--- src/pwd_defines.svh ---
// Purpose: Offsets, field positions, reset values and timing counts of the wakeup divider
// Assumes: 32-bit AXI4-Lite register bus, one aligned word per register
// Notes:   Included by the design file by bare name
`ifndef PWD_DEFINES_SVH
`define PWD_DEFINES_SVH

// Register byte offsets
`define PWD_OFS_PRESCALE   8'h00
`define PWD_OFS_WAKE_CS    8'h04
`define PWD_OFS_PRST       8'h08
`define PWD_OFS_IRQ_STAT   8'h0c
`define PWD_OFS_IRQ_MASK   8'h10

// Field positions
`define PWD_FLD_MSB        5
`define PWD_WFLAG_BIT      7
`define PWD_WACK_BIT       6
`define PWD_ST_WAKE_BIT    0
`define PWD_ST_PRST_BIT    1

// Reset values and the divider forced by a zero wakeup interval
`define PWD_PRESCALE_RST   6'h1f
`define PWD_INTERVAL_RST   6'h3f
`define PWD_FORCED_DIV     6'h3f
`define PWD_MASK_RST       2'h3

// Prescaler figures: period = base + step * field oscillator ticks
`define PWD_DIV_BASE       11'h1f8
`define PWD_DIV_STEP_SHIFT 4

// Timing: oscillator tick period and system clock period in ns
`define PWD_LFO_PERIOD_NS  1000000
`define PWD_CLK_PERIOD_NS  40
`define PWD_LFO_TICK_CYC   (`PWD_LFO_PERIOD_NS / `PWD_CLK_PERIOD_NS)

// Bus answers
`define PWD_RESP_OKAY      2'h0
`define PWD_RESP_SLVERR    2'h2

`endif

--- src/pwd_pkg.sv ---
// Purpose: Types shared by the wakeup divider design
// Assumes: Constants live in pwd_defines.svh
// Notes:   Register selector decoded from the bus address
package pwd_pkg;

  // Decoded register selector
  typedef enum logic [2:0]
  {
    PWD_SEL_PRESCALE = 3'b000,
    PWD_SEL_WAKE_CS  = 3'b001,
    PWD_SEL_PRST     = 3'b010,
    PWD_SEL_STAT     = 3'b011,
    PWD_SEL_MASK     = 3'b100,
    PWD_SEL_NONE     = 3'b111
  } pwd_sel_t;

endpackage

--- src/pwd_periodic_wakeup_divider.sv ---
// Purpose: Periodic wakeup timer front end with AXI4-Lite registers
// Assumes: CLK 25 MHz; RST is power-on reset; SOFT_RST is any other reset, synchronous level
// Notes:   Oscillator tick is derived by divider as a one-cycle enable
`timescale 1ns/1ps
`include "pwd_defines.svh"

module pwd_periodic_wakeup_divider
  import pwd_pkg::*;
#(
  parameter int LFO_TICK_CYCLES = `PWD_LFO_TICK_CYC
)
(
  input  wire logic        CLK,
  input  wire logic        RST,
  input  wire logic        SOFT_RST,
  input  wire logic [7:0]  S_AXI_AWADDR,
  input  wire logic        S_AXI_AWVALID,
  output logic             S_AXI_AWREADY,
  input  wire logic [31:0] S_AXI_WDATA,
  input  wire logic [3:0]  S_AXI_WSTRB,
  input  wire logic        S_AXI_WVALID,
  output logic             S_AXI_WREADY,
  output logic [1:0]       S_AXI_BRESP,
  output logic             S_AXI_BVALID,
  input  wire logic        S_AXI_BREADY,
  input  wire logic [7:0]  S_AXI_ARADDR,
  input  wire logic        S_AXI_ARVALID,
  output logic             S_AXI_ARREADY,
  output logic [31:0]      S_AXI_RDATA,
  output logic [1:0]       S_AXI_RRESP,
  output logic             S_AXI_RVALID,
  input  wire logic        S_AXI_RREADY,
  output logic             WAKE_IRQ,
  output logic             PERIODIC_RST_REQ
);

  localparam int TW = $clog2(LFO_TICK_CYCLES);

  // Register state
  logic [5:0]  prescale_field_q;
  logic [5:0]  wakeup_interval_field_q;
  logic [5:0]  periodic_reset_interval_field_q;
  logic        wakeup_flag_q;
  logic        prst_flag_q;
  logic [1:0]  irq_mask_q;

  // Timing state
  logic [TW-1:0] tick_cnt_q;
  logic          tick_q;
  logic [10:0]   pre_cnt_q;
  logic          wclk_q;
  logic [5:0]    wake_cnt_q;
  logic [5:0]    prst_cnt_q;
  logic          wake_evt_q;
  logic          prst_evt_q;

  // Bus state
  logic        aw_have_q;
  logic [7:0]  aw_addr_q;
  logic        w_have_q;
  logic [31:0] w_data_q;
  logic [3:0]  w_strb_q;

  // Combinational helpers
  pwd_sel_t    wr_sel;
  pwd_sel_t    rd_sel;
  logic        wr_fire;
  logic        wr_low;
  logic [5:0]  wr_field;
  logic        wut_wr;
  logic        prst_wr;
  logic        wut_restart;
  logic        prst_restart;
  logic [10:0] pre_limit;
  logic        ack_wake;
  logic        ack_prst;
  logic [31:0] rd_word;

  // Address decode into register selector
  function automatic pwd_sel_t decode(input logic [7:0] a);
    unique case (a)
      `PWD_OFS_PRESCALE: decode = PWD_SEL_PRESCALE;
      `PWD_OFS_WAKE_CS:  decode = PWD_SEL_WAKE_CS;
      `PWD_OFS_PRST:     decode = PWD_SEL_PRST;
      `PWD_OFS_IRQ_STAT: decode = PWD_SEL_STAT;
      `PWD_OFS_IRQ_MASK: decode = PWD_SEL_MASK;
      default:           decode = PWD_SEL_NONE;
    endcase
  endfunction

  // Write decode and interlock between the two interval fields
  always_comb
  begin
    wr_sel       = decode(aw_addr_q);
    wr_fire      = aw_have_q && w_have_q && !S_AXI_BVALID;
    wr_low       = wr_fire && w_strb_q[0];
    wr_field     = w_data_q[`PWD_FLD_MSB:0];
    wut_wr       = wr_low && (wr_sel == PWD_SEL_WAKE_CS) && (wr_field != wakeup_interval_field_q)
                   && !((wr_field == 6'h00) && (periodic_reset_interval_field_q == 6'h00));
    prst_wr      = wr_low && (wr_sel == PWD_SEL_PRST) && (wr_field != periodic_reset_interval_field_q)
                   && !((wr_field == 6'h00) && (wakeup_interval_field_q == 6'h00));
    wut_restart  = wut_wr;
    prst_restart = prst_wr;
    ack_wake     = (wr_low && (wr_sel == PWD_SEL_WAKE_CS) && w_data_q[`PWD_WACK_BIT])
                   || (wr_low && (wr_sel == PWD_SEL_STAT) && w_data_q[`PWD_ST_WAKE_BIT]);
    ack_prst     = wr_low && (wr_sel == PWD_SEL_STAT) && w_data_q[`PWD_ST_PRST_BIT];
    pre_limit    = `PWD_DIV_BASE + {1'b0, prescale_field_q, 4'h0};
  end

  // Write address channel: hold one address until the write completes
  always_ff @(posedge CLK or posedge RST)
  begin
    if (RST)
    begin
      aw_have_q     <= 1'b0;
      aw_addr_q     <= 8'h00;
      S_AXI_AWREADY <= 1'b1;
    end
    else if (S_AXI_AWVALID && S_AXI_AWREADY)
    begin
      aw_have_q     <= 1'b1;
      aw_addr_q     <= S_AXI_AWADDR;
      S_AXI_AWREADY <= 1'b0;
    end
    else if (S_AXI_BVALID && S_AXI_BREADY)
    begin
      aw_have_q     <= 1'b0;
      S_AXI_AWREADY <= 1'b1;
    end
  end

  // Write data channel: hold one beat until the write completes
  always_ff @(posedge CLK or posedge RST)
  begin
    if (RST)
    begin
      w_have_q     <= 1'b0;
      w_data_q     <= 32'h0000_0000;
      w_strb_q     <= 4'h0;
      S_AXI_WREADY <= 1'b1;
    end
    else if (S_AXI_WVALID && S_AXI_WREADY)
    begin
      w_have_q     <= 1'b1;
      w_data_q     <= S_AXI_WDATA;
      w_strb_q     <= S_AXI_WSTRB;
      S_AXI_WREADY <= 1'b0;
    end
    else if (S_AXI_BVALID && S_AXI_BREADY)
    begin
      w_have_q     <= 1'b0;
      S_AXI_WREADY <= 1'b1;
    end
  end

  // Write response once both halves are held
  always_ff @(posedge CLK or posedge RST)
  begin
    if (RST)
    begin
      S_AXI_BVALID <= 1'b0;
      S_AXI_BRESP  <= `PWD_RESP_OKAY;
    end
    else if (wr_fire)
    begin
      S_AXI_BVALID <= 1'b1;
      S_AXI_BRESP  <= (wr_sel == PWD_SEL_NONE) ? `PWD_RESP_SLVERR : `PWD_RESP_OKAY;
    end
    else if (S_AXI_BREADY)
    begin
      S_AXI_BVALID <= 1'b0;
    end
  end

  // Prescale register: only power-on reset touches it
  always_ff @(posedge CLK or posedge RST)
  begin
    if (RST)
      prescale_field_q <= `PWD_PRESCALE_RST;
    else if (wut_wr && (wr_field == 6'h00))
      prescale_field_q <= `PWD_FORCED_DIV;
    else if (wr_low && (wr_sel == PWD_SEL_PRESCALE))
      prescale_field_q <= wr_field;
  end

  // Interval fields, preset by every reset
  always_ff @(posedge CLK or posedge RST)
  begin
    if (RST)
    begin
      wakeup_interval_field_q         <= `PWD_INTERVAL_RST;
      periodic_reset_interval_field_q <= `PWD_INTERVAL_RST;
    end
    else if (SOFT_RST)
    begin
      wakeup_interval_field_q         <= `PWD_INTERVAL_RST;
      periodic_reset_interval_field_q <= `PWD_INTERVAL_RST;
    end
    else
    begin
      if (wut_wr)
        wakeup_interval_field_q <= wr_field;
      if (prst_wr)
        periodic_reset_interval_field_q <= wr_field;
    end
  end

  // Interrupt mask
  always_ff @(posedge CLK or posedge RST)
  begin
    if (RST)
      irq_mask_q <= `PWD_MASK_RST;
    else if (wr_low && (wr_sel == PWD_SEL_MASK))
      irq_mask_q <= w_data_q[1:0];
  end

  // One millisecond oscillator tick from the system clock
  always_ff @(posedge CLK or posedge RST)
  begin
    if (RST)
    begin
      tick_cnt_q <= '0;
      tick_q     <= 1'b0;
    end
    else if (tick_cnt_q == TW'(LFO_TICK_CYCLES - 1))
    begin
      tick_cnt_q <= '0;
      tick_q     <= 1'b1;
    end
    else
    begin
      tick_cnt_q <= tick_cnt_q + 1'b1;
      tick_q     <= 1'b0;
    end
  end

  // Prescaler: one wakeup clock pulse per programmed number of ticks
  always_ff @(posedge CLK or posedge RST)
  begin
    if (RST)
    begin
      pre_cnt_q <= 11'h000;
      wclk_q    <= 1'b0;
    end
    else if (SOFT_RST || wut_restart)
    begin
      pre_cnt_q <= 11'h000;
      wclk_q    <= 1'b0;
    end
    else if (tick_q && (pre_cnt_q >= pre_limit - 11'h001))
    begin
      pre_cnt_q <= 11'h000;
      wclk_q    <= 1'b1;
    end
    else
    begin
      pre_cnt_q <= pre_cnt_q + {10'h000, tick_q};
      wclk_q    <= 1'b0;
    end
  end

  // Wakeup counter: a zero interval lets it wrap at 64 so the reset chain keeps a clock
  always_ff @(posedge CLK or posedge RST)
  begin
    if (RST)
    begin
      wake_cnt_q <= 6'h00;
      wake_evt_q <= 1'b0;
    end
    else if (SOFT_RST || wut_restart)
    begin
      wake_cnt_q <= 6'h00;
      wake_evt_q <= 1'b0;
    end
    else if (wclk_q && (wake_cnt_q + 6'h01 == wakeup_interval_field_q))
    begin
      wake_cnt_q <= 6'h00;
      wake_evt_q <= 1'b1;
    end
    else
    begin
      wake_cnt_q <= wake_cnt_q + {5'h00, wclk_q};
      wake_evt_q <= wclk_q && (wake_cnt_q == 6'h3f);
    end
  end

  // Periodic reset counter clocked by wakeup events
  always_ff @(posedge CLK or posedge RST)
  begin
    if (RST)
    begin
      prst_cnt_q <= 6'h00;
      prst_evt_q <= 1'b0;
    end
    else if (SOFT_RST || prst_restart)
    begin
      prst_cnt_q <= 6'h00;
      prst_evt_q <= 1'b0;
    end
    else if (wake_evt_q && (periodic_reset_interval_field_q != 6'h00)
             && (prst_cnt_q + 6'h01 == periodic_reset_interval_field_q))
    begin
      prst_cnt_q <= 6'h00;
      prst_evt_q <= 1'b1;
    end
    else
    begin
      prst_cnt_q <= prst_cnt_q + {5'h00, wake_evt_q && (periodic_reset_interval_field_q != 6'h00)};
      prst_evt_q <= 1'b0;
    end
  end

  // Wakeup flag: set wins over acknowledge; suppressed by a coincident periodic reset
  always_ff @(posedge CLK or posedge RST)
  begin
    if (RST)
      wakeup_flag_q <= 1'b0;
    else if (SOFT_RST)
      wakeup_flag_q <= 1'b0;
    else if (wake_evt_q && (wakeup_interval_field_q != 6'h00)
             && !(periodic_reset_interval_field_q != 6'h00
                  && prst_cnt_q + 6'h01 == periodic_reset_interval_field_q))
      wakeup_flag_q <= 1'b1;
    else if (ack_wake)
      wakeup_flag_q <= 1'b0;
  end

  // Periodic reset sticky flag, kept through soft resets
  always_ff @(posedge CLK or posedge RST)
  begin
    if (RST)
      prst_flag_q <= 1'b0;
    else if (prst_evt_q)
      prst_flag_q <= 1'b1;
    else if (ack_prst)
      prst_flag_q <= 1'b0;
  end

  // Registered outputs toward the rest of the chip
  always_ff @(posedge CLK or posedge RST)
  begin
    if (RST)
    begin
      WAKE_IRQ         <= 1'b0;
      PERIODIC_RST_REQ <= 1'b0;
    end
    else
    begin
      WAKE_IRQ         <= |({prst_flag_q, wakeup_flag_q} & irq_mask_q);
      PERIODIC_RST_REQ <= prst_evt_q;
    end
  end

  // Read data mux; acknowledge and unused bits read zero
  always_comb
  begin
    rd_sel  = decode(S_AXI_ARADDR);
    rd_word = 32'h0000_0000;
    unique case (rd_sel)
      PWD_SEL_PRESCALE: rd_word[5:0] = prescale_field_q;
      PWD_SEL_WAKE_CS:  rd_word[7:0] = {wakeup_flag_q, 1'b0, wakeup_interval_field_q};
      PWD_SEL_PRST:     rd_word[5:0] = periodic_reset_interval_field_q;
      PWD_SEL_STAT:     rd_word[1:0] = {prst_flag_q, wakeup_flag_q};
      PWD_SEL_MASK:     rd_word[1:0] = irq_mask_q;
      PWD_SEL_NONE:     rd_word      = 32'h0000_0000;
    endcase
  end

  // Read channel: one read in flight
  always_ff @(posedge CLK or posedge RST)
  begin
    if (RST)
    begin
      S_AXI_ARREADY <= 1'b1;
      S_AXI_RVALID  <= 1'b0;
      S_AXI_RDATA   <= 32'h0000_0000;
      S_AXI_RRESP   <= `PWD_RESP_OKAY;
    end
    else if (S_AXI_ARVALID && S_AXI_ARREADY)
    begin
      S_AXI_ARREADY <= 1'b0;
      S_AXI_RVALID  <= 1'b1;
      S_AXI_RDATA   <= rd_word;
      S_AXI_RRESP   <= (rd_sel == PWD_SEL_NONE) ? `PWD_RESP_SLVERR : `PWD_RESP_OKAY;
    end
    else if (S_AXI_RVALID && S_AXI_RREADY)
    begin
      S_AXI_ARREADY <= 1'b1;
      S_AXI_RVALID  <= 1'b0;
    end
  end

endmodule

--- config.mk ---
export PLATFORM = sky130hd
export DESIGN_NAME = pwd_periodic_wakeup_divider
export DESIGN_NICKNAME = d
export VERILOG_FILES = /design/src/pwd_pkg.sv /design/src/pwd_periodic_wakeup_divider.sv
export VERILOG_INCLUDE_DIRS = /design/src
export SDC_FILE = /design/constraint.sdc
export NUM_CORES = 1
export LEC_CHECK = 0
export ABC_AREA = 1
export ABC_CLOCK_PERIOD_IN_PS = 2800
export BUFFER_PORTS_ARGS = -buffer_cell sky130_fd_sc_hd__buf_2
export CAP_MARGIN = 10
export CORE_MARGIN = 2
export CORE_UTILIZATION = 53
export CTS_BUF_LIST = sky130_fd_sc_hd__clkbuf_4 sky130_fd_sc_hd__clkbuf_8
export DETAILED_ROUTE_END_ITERATION = 7
export GPL_TIMING_DRIVEN = 0
export PLACE_DENSITY = 0.9
export SETUP_SLACK_MARGIN = 0.2
export SLEW_MARGIN = 5
export SYNTH_ARGS = -nofsm -noshare
export SYNTH_HDL_FRONTEND = slang
export SYNTH_SLANG_ARGS = --single-unit
--- constraint.sdc ---
create_clock -name CLK -period 2.8 [get_ports CLK]
set_input_delay 0.14 -clock CLK [delete_from_list [all_inputs] [get_ports CLK]]
set_output_delay 0.14 -clock CLK [all_outputs]
set_load 0.02 [all_outputs]
-- Word-level counts from Yosys, hierarchy flattened
Cells that the tools add are included.
- $add $sub $neg: 8
- $lt $le $gt $ge: 1
- equality and inequality tests: 24
- muxes and demuxes: 44
- bitwise gates (word level): 1
- reduce and logical (&&, ||, !) cells: 57
- operator list (operator ; count):
    2-to-1 mux 6 bit ; 10
    == test 8 x 4 -> 1 bit (second input constant) ; 4
    logical AND 1 bit ; 31
    case mux 3 bit (5 select lines) ; 2
    2-to-1 mux 1 bit ; 24
    2-to-1 mux 11 bit ; 2
    zero test 6 bit ; 3
    == test 8 x 3 -> 1 bit (second input constant) ; 2
    == test 8 x 5 -> 1 bit (second input constant) ; 2
    zero test 8 bit ; 2
    nonzero test 2 bit ; 8
    adder 15 x 1 -> 15 bit (second input constant) ; 1
    == test 15 bit (second input constant) ; 1
    2-to-1 mux 15 bit ; 1
    adder 6 x 1 -> 6 bit ; 2
    adder 6 x 1 -> 6 bit (second input constant) ; 2
    == test 3 x 2 -> 1 bit (second input constant) ; 4
    == test 3 bit (second input constant) ; 4
    == test 6 bit ; 2
    inequality test 6 bit ; 2
    case mux 2 bit (6 select lines) ; 1
    case mux 4 bit (3 select lines) ; 1
    nonzero test 6 bit ; 2
    adder 11 x 1 -> 11 bit ; 1
    other kinds (12) ; 21
- flip-flop bits (word level): 101
- bits of input ports: 60
- logic and storage cells: 164

-- Logic depth before layout (Yosys ltp)
Gate-level depths: netlist of the first run.
- depth after elaboration: 9
- gate-level depth with buffers: 12

-- Worst setup path before layout of the first run
OpenSTA, ideal clock, no wires.
- path kind: reg-to-reg
- start: register prescale_field_q[0]
- end: register pre_cnt_q[10]
- library setup time: 74 ps
- arrival: 1964 ps
- slack: 761 ps
- cell stages (with the launch flop): 12
- period minus slack after synthesis: 2039 ps
- cell sequence: dfstp_2 inv_1 ha_1 nand3_1 xor2_1 ha_1 a21oi_1 o21a_1 nand3_1 nand2_1 nand3_2 nor2_1
- cells in the longest elaborated chain, start to end: 6
- ends and longest elaborated chain (element ; line ; RTL):
    start, declared ; pwd_periodic_wakeup_divider.sv:40 ; logic [5:0] prescale_field_q;
    start signal, assigned ; pwd_periodic_wakeup_divider.sv:179 ; prescale_field_q <= `PWD_PRESCALE_RST;
    start signal, assigned ; pwd_periodic_wakeup_divider.sv:181 ; prescale_field_q <= `PWD_FORCED_DIV;
    start signal, assigned ; pwd_periodic_wakeup_divider.sv:183 ; prescale_field_q <= wr_field;
    adder 9 x 10 -> 11 bit (no line) ; n/a ;
    subtractor 11 x 1 -> 11 bit ; pwd_periodic_wakeup_divider.sv:250 ; else if (tick_q && (pre_cnt_q >= pre_limit - 11'h001))
    >= comparator 11 bit ; pwd_periodic_wakeup_divider.sv:250 ;
    logical AND 1 bit ; pwd_periodic_wakeup_divider.sv:250 ;
    2-to-1 mux 11 bit ; pwd_periodic_wakeup_divider.sv:250 ;
    2-to-1 mux 11 bit ; pwd_periodic_wakeup_divider.sv:245 ; else if (SOFT_RST || wut_restart)
    end signal, assigned ; pwd_periodic_wakeup_divider.sv:257 ; pre_cnt_q <= pre_cnt_q + {10'h000, tick_q};
    end, declared ; pwd_periodic_wakeup_divider.sv:50 ; logic [10:0] pre_cnt_q;
Every way passes these cells.
A chain may end at the register's enable or synchronous reset.

-- Worst setup path in the final report of the first run
- start: register prescale_field_q[0]
- end: register pre_cnt_q[2]
The elaborated chain is that of the path after synthesis.

==> impl_results.md, run 1 <==
* Status: complete, no violations
* Detailed Place HPWL at between 9 and 10 mm
* Die extent in y at around 110 um
* GRT Total Usage at 0.232
* Final #Nets at 914
* Pins Over Slew Limit at 0
* Remaining Overflow, GRT at 0
* Sequential area share after synthesis at 0.431
* Max_cap viols at 0
* Tmin final at approximately 2.4 ns
* Largest fanout on the critical path at 9
* Setup WS post-layout at 0.364 ns
* Number of diodes at 0
* PD cells at 562 mW/mm^2
* RSZ-0062 raised after global routing: no
* Hold Crit Class: primary input to flip-flop
* Sw frac at 0.365
* Worst path cell trace: inv_1 -> ha_1 -> nand3_1 -> o21ai_0 -> ha_1 -> nand2_1 -> nor2_1 -> nand4_1 -> nand3_1 -> nand2_1 -> nand3_2 -> nor2_1
* Pre-CTS setup slack at 0.422 ns
* Power, Total at between 3 and 4 mW
* PostCTS Resize Cnt at 0
* Area delta synth->final at 13.2%
* Placed Cells at roughly 960
* Critical path's top delay family: simple AND/OR/NAND/NOR gates
* Tcrit/Tclk final at 0.870
* Die W at 108 um
* CTS clk-pin slew, worst paths at 0.09 ns
* Peak supply drop at about 420 uV
* Internal at between 2 and 2.5 mW
* Seq pwr share at 0.516
* Vias in the first global route at roughly 4,700
* DRC at 0
* Slowest CP cell: dfstp_2
* Postcts setup bufs at 0
* Syn. warnings at 0
* Lkg Pwr at 3.47 nW
* Setup TNS at 0 ns
* Clk sinks at a little under 100
* # setup viols final at 0
* Core footprint at roughly 0.011 mm^2
* First-pass GRT wire length at around 21 mm
* Largest net degree at the start of global routing at 43
* Clk root buf: clkbuf_8
* Peak Freq at a little over 400 MHz
* Antenna violations before repair at 0
* Share of the synthesized area in the top cell type at 0.330
* Worst clock skew at around 0.015 ns
* Number of buffers created by CTS at 9
* Drt pass-1 iters at 5
* Post-synth top area cell: dfrtp_1
* Initial DRC count at ~410
* Port bufs at 47
* Fill count at ~960
* Buffer and inverter count on the worst path at 1
* Largest cells by area after synthesis: dfrtp_1 (33%), nand2_1 (12%), dfstp_2 (10%), inv_1 (6.1%), nor2_1 (5.6%)
* Library cells used by synthesis at between 40 and 50
* Via density at 5.14
* WL final at 12.8 mm
* Setup crit end kind: flip-flop
* Yosys reg bits at 98
* Most frequent cells in the layout: nand2_1 (186), inv_1 (92), nor2_1 (86)
* Initial Util at 0.538
* Die area at ~0.012 mm^2
* Non-filler cells, final at a little under 1,000
* Area of the mapped netlist at about 0.0058 mm^2
* Worst-Skew Late Latency at 0.37 ns
* Final hold vios at 0
* Slew at the pin with the worst max-slew slack at just over 0.6 ns
* Psw at 1.34 mW
* RePlAce Congestion at roughly 0.9
* CP required at 3.05 ns
* DR vias at around 5,000
* WP data arrival at around 2.7 ns
* Row count at 38
* Commonest non-fill, non-tap cell in the layout: nand2_1
* CTS tree: built
* Htree depth at 3
* Comb pwr share at 0.260
* Worst-case clock buffer depth at 2
* Syn_area_per_cell at 7.71 um^2
* Synth Instances at 747
* WS Path Type: flip-flop to flip-flop
* Antenna viol nets, final at 0
* Ports at a little over 100
* Layout cells sized above 1 at 0.175
* Avg WL per Cell at about 13 um
* Crit-path max cell delay at ~0.56 ns
* Slew HR at 0.582
* Clock power share at 0.224
* Setup crit start kind: flip-flop
==> layout make-up <==
class	count	area, um^2	share of cell area
plain buffers	38	263	0.0403
clock buffers	10	138	0.0211
clock inverters	5	31.3	0.00480
inverters	94	357	0.0547
multi-input cells	543	2760	0.423
flip-flops and latches	98	2480	0.380
well taps	140	175	0.0269
repair buffers	53	315	0.0484
==> Yosys cell counts, drive strengths merged <==
cell / count
ha: 17
nor2: 96
o211ai: 1
a22o: 1
and2: 1
a21oi: 27
nand2: 188
o21ai: 31
nand3: 66
nor3: 16
clkbuf: 6
o21a: 1
o2111ai: 1
or2: 2
nand2b: 1
xnor2: 9
buf: 32
nand3b: 2
nor4: 3
a21o: 1
o31ai: 1
mux2: 5
a22oi: 1
xor2: 24
conb: 1
inv: 94
dfstp: 22
nand4: 21
dfrtp: 76
==> logic make-up (layout without fill, tap and decap cells) <==
logic type      count (synthesis)  count (layout)  synth area share
compound gates                 65              65            0.0606
xor+xnor                       33              33            0.0502
fa+ha+maj                      17              17            0.0369
buf+inv                       132             200             0.107
flops                          98              98             0.431
mux                             5               5           0.00978
other cells                     1              27          0.000651
simple gates                  396             396             0.304
==> what timing repair did <==
action | in CTS | in global routing
hold buffers | 3 | 1
hold endpoints to repair | 23 | 1
setup endpoints to repair | 0 | 0
==> registers in the layout (all words and copies together) (netlist names), 2 cells and up <==
signal	cells
tick_cnt_q	15
pre_cnt_q	11
aw_addr_q	8
S_AXI_RDATA	7
w_data_q	7
periodic_reset_interval_field_q	6
prescale_field_q	6
prst_cnt_q	6
wake_cnt_q	6
wakeup_interval_field_q	6
irq_mask_q	2
==> stage by stage <==
| step | instance area (um^2) | utilization | hold WS [ns] |
|---|---|---|---|
| global placement | 6270 | 0.586 | 0.349 |
| global route | 6520 | 0.609 | 0.00173 |
| floorplan | 5860 | - | 0.236 |
| CTS | 6510 | 0.608 | 0.00196 |
| detailed placement | 6310 | 0.590 | 0.201 |
| finish | 6520 | 0.609 | 0.0193 |
==> power groups by stage <==
stage	registers (mW)	logic (mW)	clock network [mW]
after floorplan	1.89	0.638	0
final	1.89	0.953	0.822
after global placement	1.90	0.896	0
after CTS	1.88	0.943	0.838
after global routing	1.92	1.06	0.890
after detailed placement	1.91	0.934	0
==> routing by layer <==
layer,wire [um],global-route usage,up-vias
met5,0,0,-
met4,169,0.0604,0
met3,905,0.0530,19
met2,6000,0.371,192
met1,5710,0.319,2321
li1,-,-,2508
==> worst paths after layout <==
check | from | to | slack, ns | cells after the start
max in group asynchronous | RST | irq_mask_q[0]$_DFFE_PP1P_ | 1.53 | 5
setup reg to reg | prescale_field_q[0]$_DFFE_PP1P_ | pre_cnt_q[2]$_DFF_PP0_ | 0.36 | 12
setup / recovery | prescale_field_q[0]$_DFFE_PP1P_ | pre_cnt_q[2]$_DFF_PP0_ | 0.36 | 12
min in group asynchronous | RST | tick_cnt_q[9]$_DFF_PP0_ | 0.40 | 3
hold / removal | S_AXI_WSTRB[0] | w_strb_q[0]$_DFFE_PP0P_ | 0.02 | 2
hold reg to reg | prst_evt_q$_DFF_PP0_ | PERIODIC_RST_REQ$_DFF_PP0_ | 0.43 | 0
(Power assumes the default switching activity.)
==> inputs of run 2 (changes only) <==
Settings changed: CORE_UTILIZATION 53 to 35, PLACE_DENSITY 0.9 to 0.67.
==> run 2 against run 1 <==
Net effect: critical path depth is 1 lower; clock-buffer cell count increased by 2; power rose by 3.6%; critical path type unchanged; critical endpoint is now pre_cnt_q[9]$_DFF_PP0_; largest power group unchanged; highest routed layer unchanged.
==> impl_results.md, run 2 (synthesis gave the netlist of run 1 again) <==
* Status: complete, no violations
* GRT Total Usage at 0.156 (-0.0757)
* Via density at 4.57 (-11%)
* Crit. Startpoint: prescale_field_q[0]$_DFFE_PP1P_
* Area delta synth->final at 16.3%
* Cell count of the worst reg-to-reg path at 11 (-1)
* # setup viols final at 0 (unchanged)
* Htree depth at 3 (unchanged)
* Slowest CP cell: dfstp_2
* Die area at 0.0175 mm^2 (+49%)
* Drt pass-1 iters at 5 (unchanged)
* Vias in the first global route at 4,516 (-4.2%)
* Slew HR at 0.573 (-0.00901)
* Worst clock skew at 0.0106 ns (-0.00426 ns)
* Number of diodes at 0 (unchanged)
* PD cells at 567 mW/mm^2 (+0.86%)
* End of the worst register-to-register path: pre_cnt_q[9]$_DFF_PP0_
* Slew at the pin with the worst max-slew slack at 0.635 ns (+0.0134 ns)
* DR vias at 4,858 (-3.6%)
* CTS clk-pin slew, worst paths at 0.09 ns (about the same)
* Pins Over Slew Limit at 0 (unchanged)
* Setup crit start kind: flip-flop
* Tmin final at 2.36 ns (-0.0769 ns)
* Hold Path Depth at 3 (+1)
* Worst hold slack at 0.0134 ns (-0.00599 ns)
* Worst path cell trace: inv_1 -> ha_1 -> nand3_1 -> xor2_1 -> ha_1 -> a21oi_1 -> o21a_1 -> nand3_1 -> nand2_1 -> nand3_4 -> nor2_1
* Area of the multi-input gates at 0.00277 mm^2 (+0.27%)
* RSZ-0062 raised after global routing: no
* Initial DRC count at 302 (-27%)
* Row count at 46 (+21%)
* Largest net degree at the start of global routing at 37 (-14%)
* Detailed Place HPWL at 9.86 mm (+2.4%)
* Antenna violations before repair at 0 (unchanged)
* Final hold vios at 0 (unchanged)
* RR Startpoint: prescale_field_q[0]$_DFFE_PP1P_
* Reg2reg setup slack at 0.44 ns (+0.08 ns)
* Clk sinks at 98 (unchanged)
* Ports at 103 (unchanged)
* Die extent in y at 132 um (+22%)
* Crit path capture: pre_cnt_q[9]$_DFF_PP0_
* Setup TNS at 0 ns (unchanged)
* Fill count at 1,682 (+74%)
* First-pass GRT wire length at 22.1 mm (+2.9%)
* WS Path Type: flip-flop to flip-flop
* Seq. cell area at 0.00248 mm^2 (unchanged)
* Antenna viol nets, final at 0 (unchanged)
* Final #Nets at 918 (+0.44%)
* Core footprint at 0.0160 mm^2 (+50%)
* Clk root buf: clkbuf_8
* Top flop regs: tick_cnt_q x15, pre_cnt_q x11, aw_addr_q x8
* Commonest non-fill, non-tap cell in the layout: nand2_1
* WP data arrival at 2.68 ns (about the same)
* Max reg flops at 15 (unchanged)
* DRC at 0 (unchanged)
* Setup WS post-layout at 0.440 ns (+0.0769 ns)
* WL final at 12.9 mm (+1.2%)
* Hold Crit Start: S_AXI_WDATA[2]
* Peak supply drop at 289 uV (-32%)
* Number of buffers created by CTS at 9 (unchanged)
* Port bufs at 47 (unchanged)
* Die W at 132 um (+22%)
* Post-layout util at 0.419 (-0.191)
* Pre-CTS setup slack at 0.419 ns (-0.00305 ns)
* Lkg Pwr at 3.49 nW (+0.74%)
* Most frequent cells in the layout: nand2_1 (186), inv_1 (92), nor2_1 (86)
* RePlAce Congestion at 0.887 (-3.0%)
* Worst-case clock buffer depth at 2 (unchanged)
* Initial Util at 0.360 (-0.178)
* Remaining Overflow, GRT at 0 (unchanged)
* Setup crit end kind: flip-flop
* Layout cells sized above 1 at 0.175 (about the same)
* Biggest register: tick_cnt_q
* Tcrit/Tclk final at 0.843 (-0.0275)
* Peak Freq at 424 MHz (+3.3%)
* Worst-Skew Late Latency at 0.39 ns (+0.02 ns)
* Largest fanout on the critical path at 9 (unchanged)
* Crit-path max cell delay at 0.56 ns (about the same)
* Avg WL per Cell at 12.2 um (-6.5%)
* CTS tree: built
* CP required at 3.12 ns (+0.07 ns)
* Max_cap viols at 0 (unchanged)
* Hold Crit Class: primary input to flip-flop
## run 2: where the power goes
part | leakage, nW | total [mW] | switching (mW) | internal [mW]
sequential | 1.21 | 1.89 | 0.226 | 1.66
clock | 0.0957 | 0.966 | 0.509 | 0.458
combinational | 2.18 | 0.941 | 0.614 | 0.327
total | 3.49 | 3.80 | 1.35 | 2.45
## run 2: worst max-delay path, delay by kind of cell, from the launching register on
family                     cells  cell delay, ns
DFF                            1            0.56
AOI/OAI and AO/OA              2            0.27
buffers and inverters          1            0.07
xor gates and xnor gates       1            0.19
and+or+nand+nor                5            0.68
adders and majority gates      2            0.50
## run 2: worst min path at each step
stage                               end  slack, ns
6_report        w_data_q[2]$_DFFE_PP0P_       0.01
4_1_cts         w_data_q[2]$_DFFE_PP0P_      0.004
5_1_grt        aw_addr_q[1]$_DFFE_PP0P_       0.04
3_5_place_dp   tick_cnt_q[10]$_DFF_PP0_       0.26
3_3_place_gp   S_AXI_BVALID$_DFFE_PP0P_       0.34
2_1_floorplan  S_AXI_BVALID$_DFFE_PP0P_       0.24
## run 2: area by class of cell
cell class	instances	share of cell area
clock buffers	12	0.0228
well taps	216	0.0404
repair buffers	57	0.0531
plain buffers	38	0.0392
clock inverters	4	0.00785
multi-input cells	543	0.413
flip-flops and latches	98	0.370
inverters	94	0.0532
## run 2: layer usage
metal / up-vias / part of all wire / global-route usage
met5: - / 0 / 0
met2: 104 / 0.44 / 0.239
met3: 18 / 0.051 / 0.0231
met1: 2218 / 0.49 / 0.220
met4: 0 / 0.021 / 0.0651
li1: 2518 / - / -
## run 2: repair_timing
item | 4_1_cts | 5_1_grt
hold buffers | 8 | 0
setup buffers | 0 | 0
gates resized for setup | 0 | 1
endpoints found under the hold margin | 34 | 0
endpoints found under the setup margin | 0 | 9
## run 2: per-stage QoR
stage	instances	power (mW)	cell area [um^2]
floorplan	773	2.53	5860
CTS	1062	3.82	6690
global route	1062	4.04	6700
finish	1062	3.80	6700
detailed placement	1038	2.84	6400
global placement	1036	2.81	6360
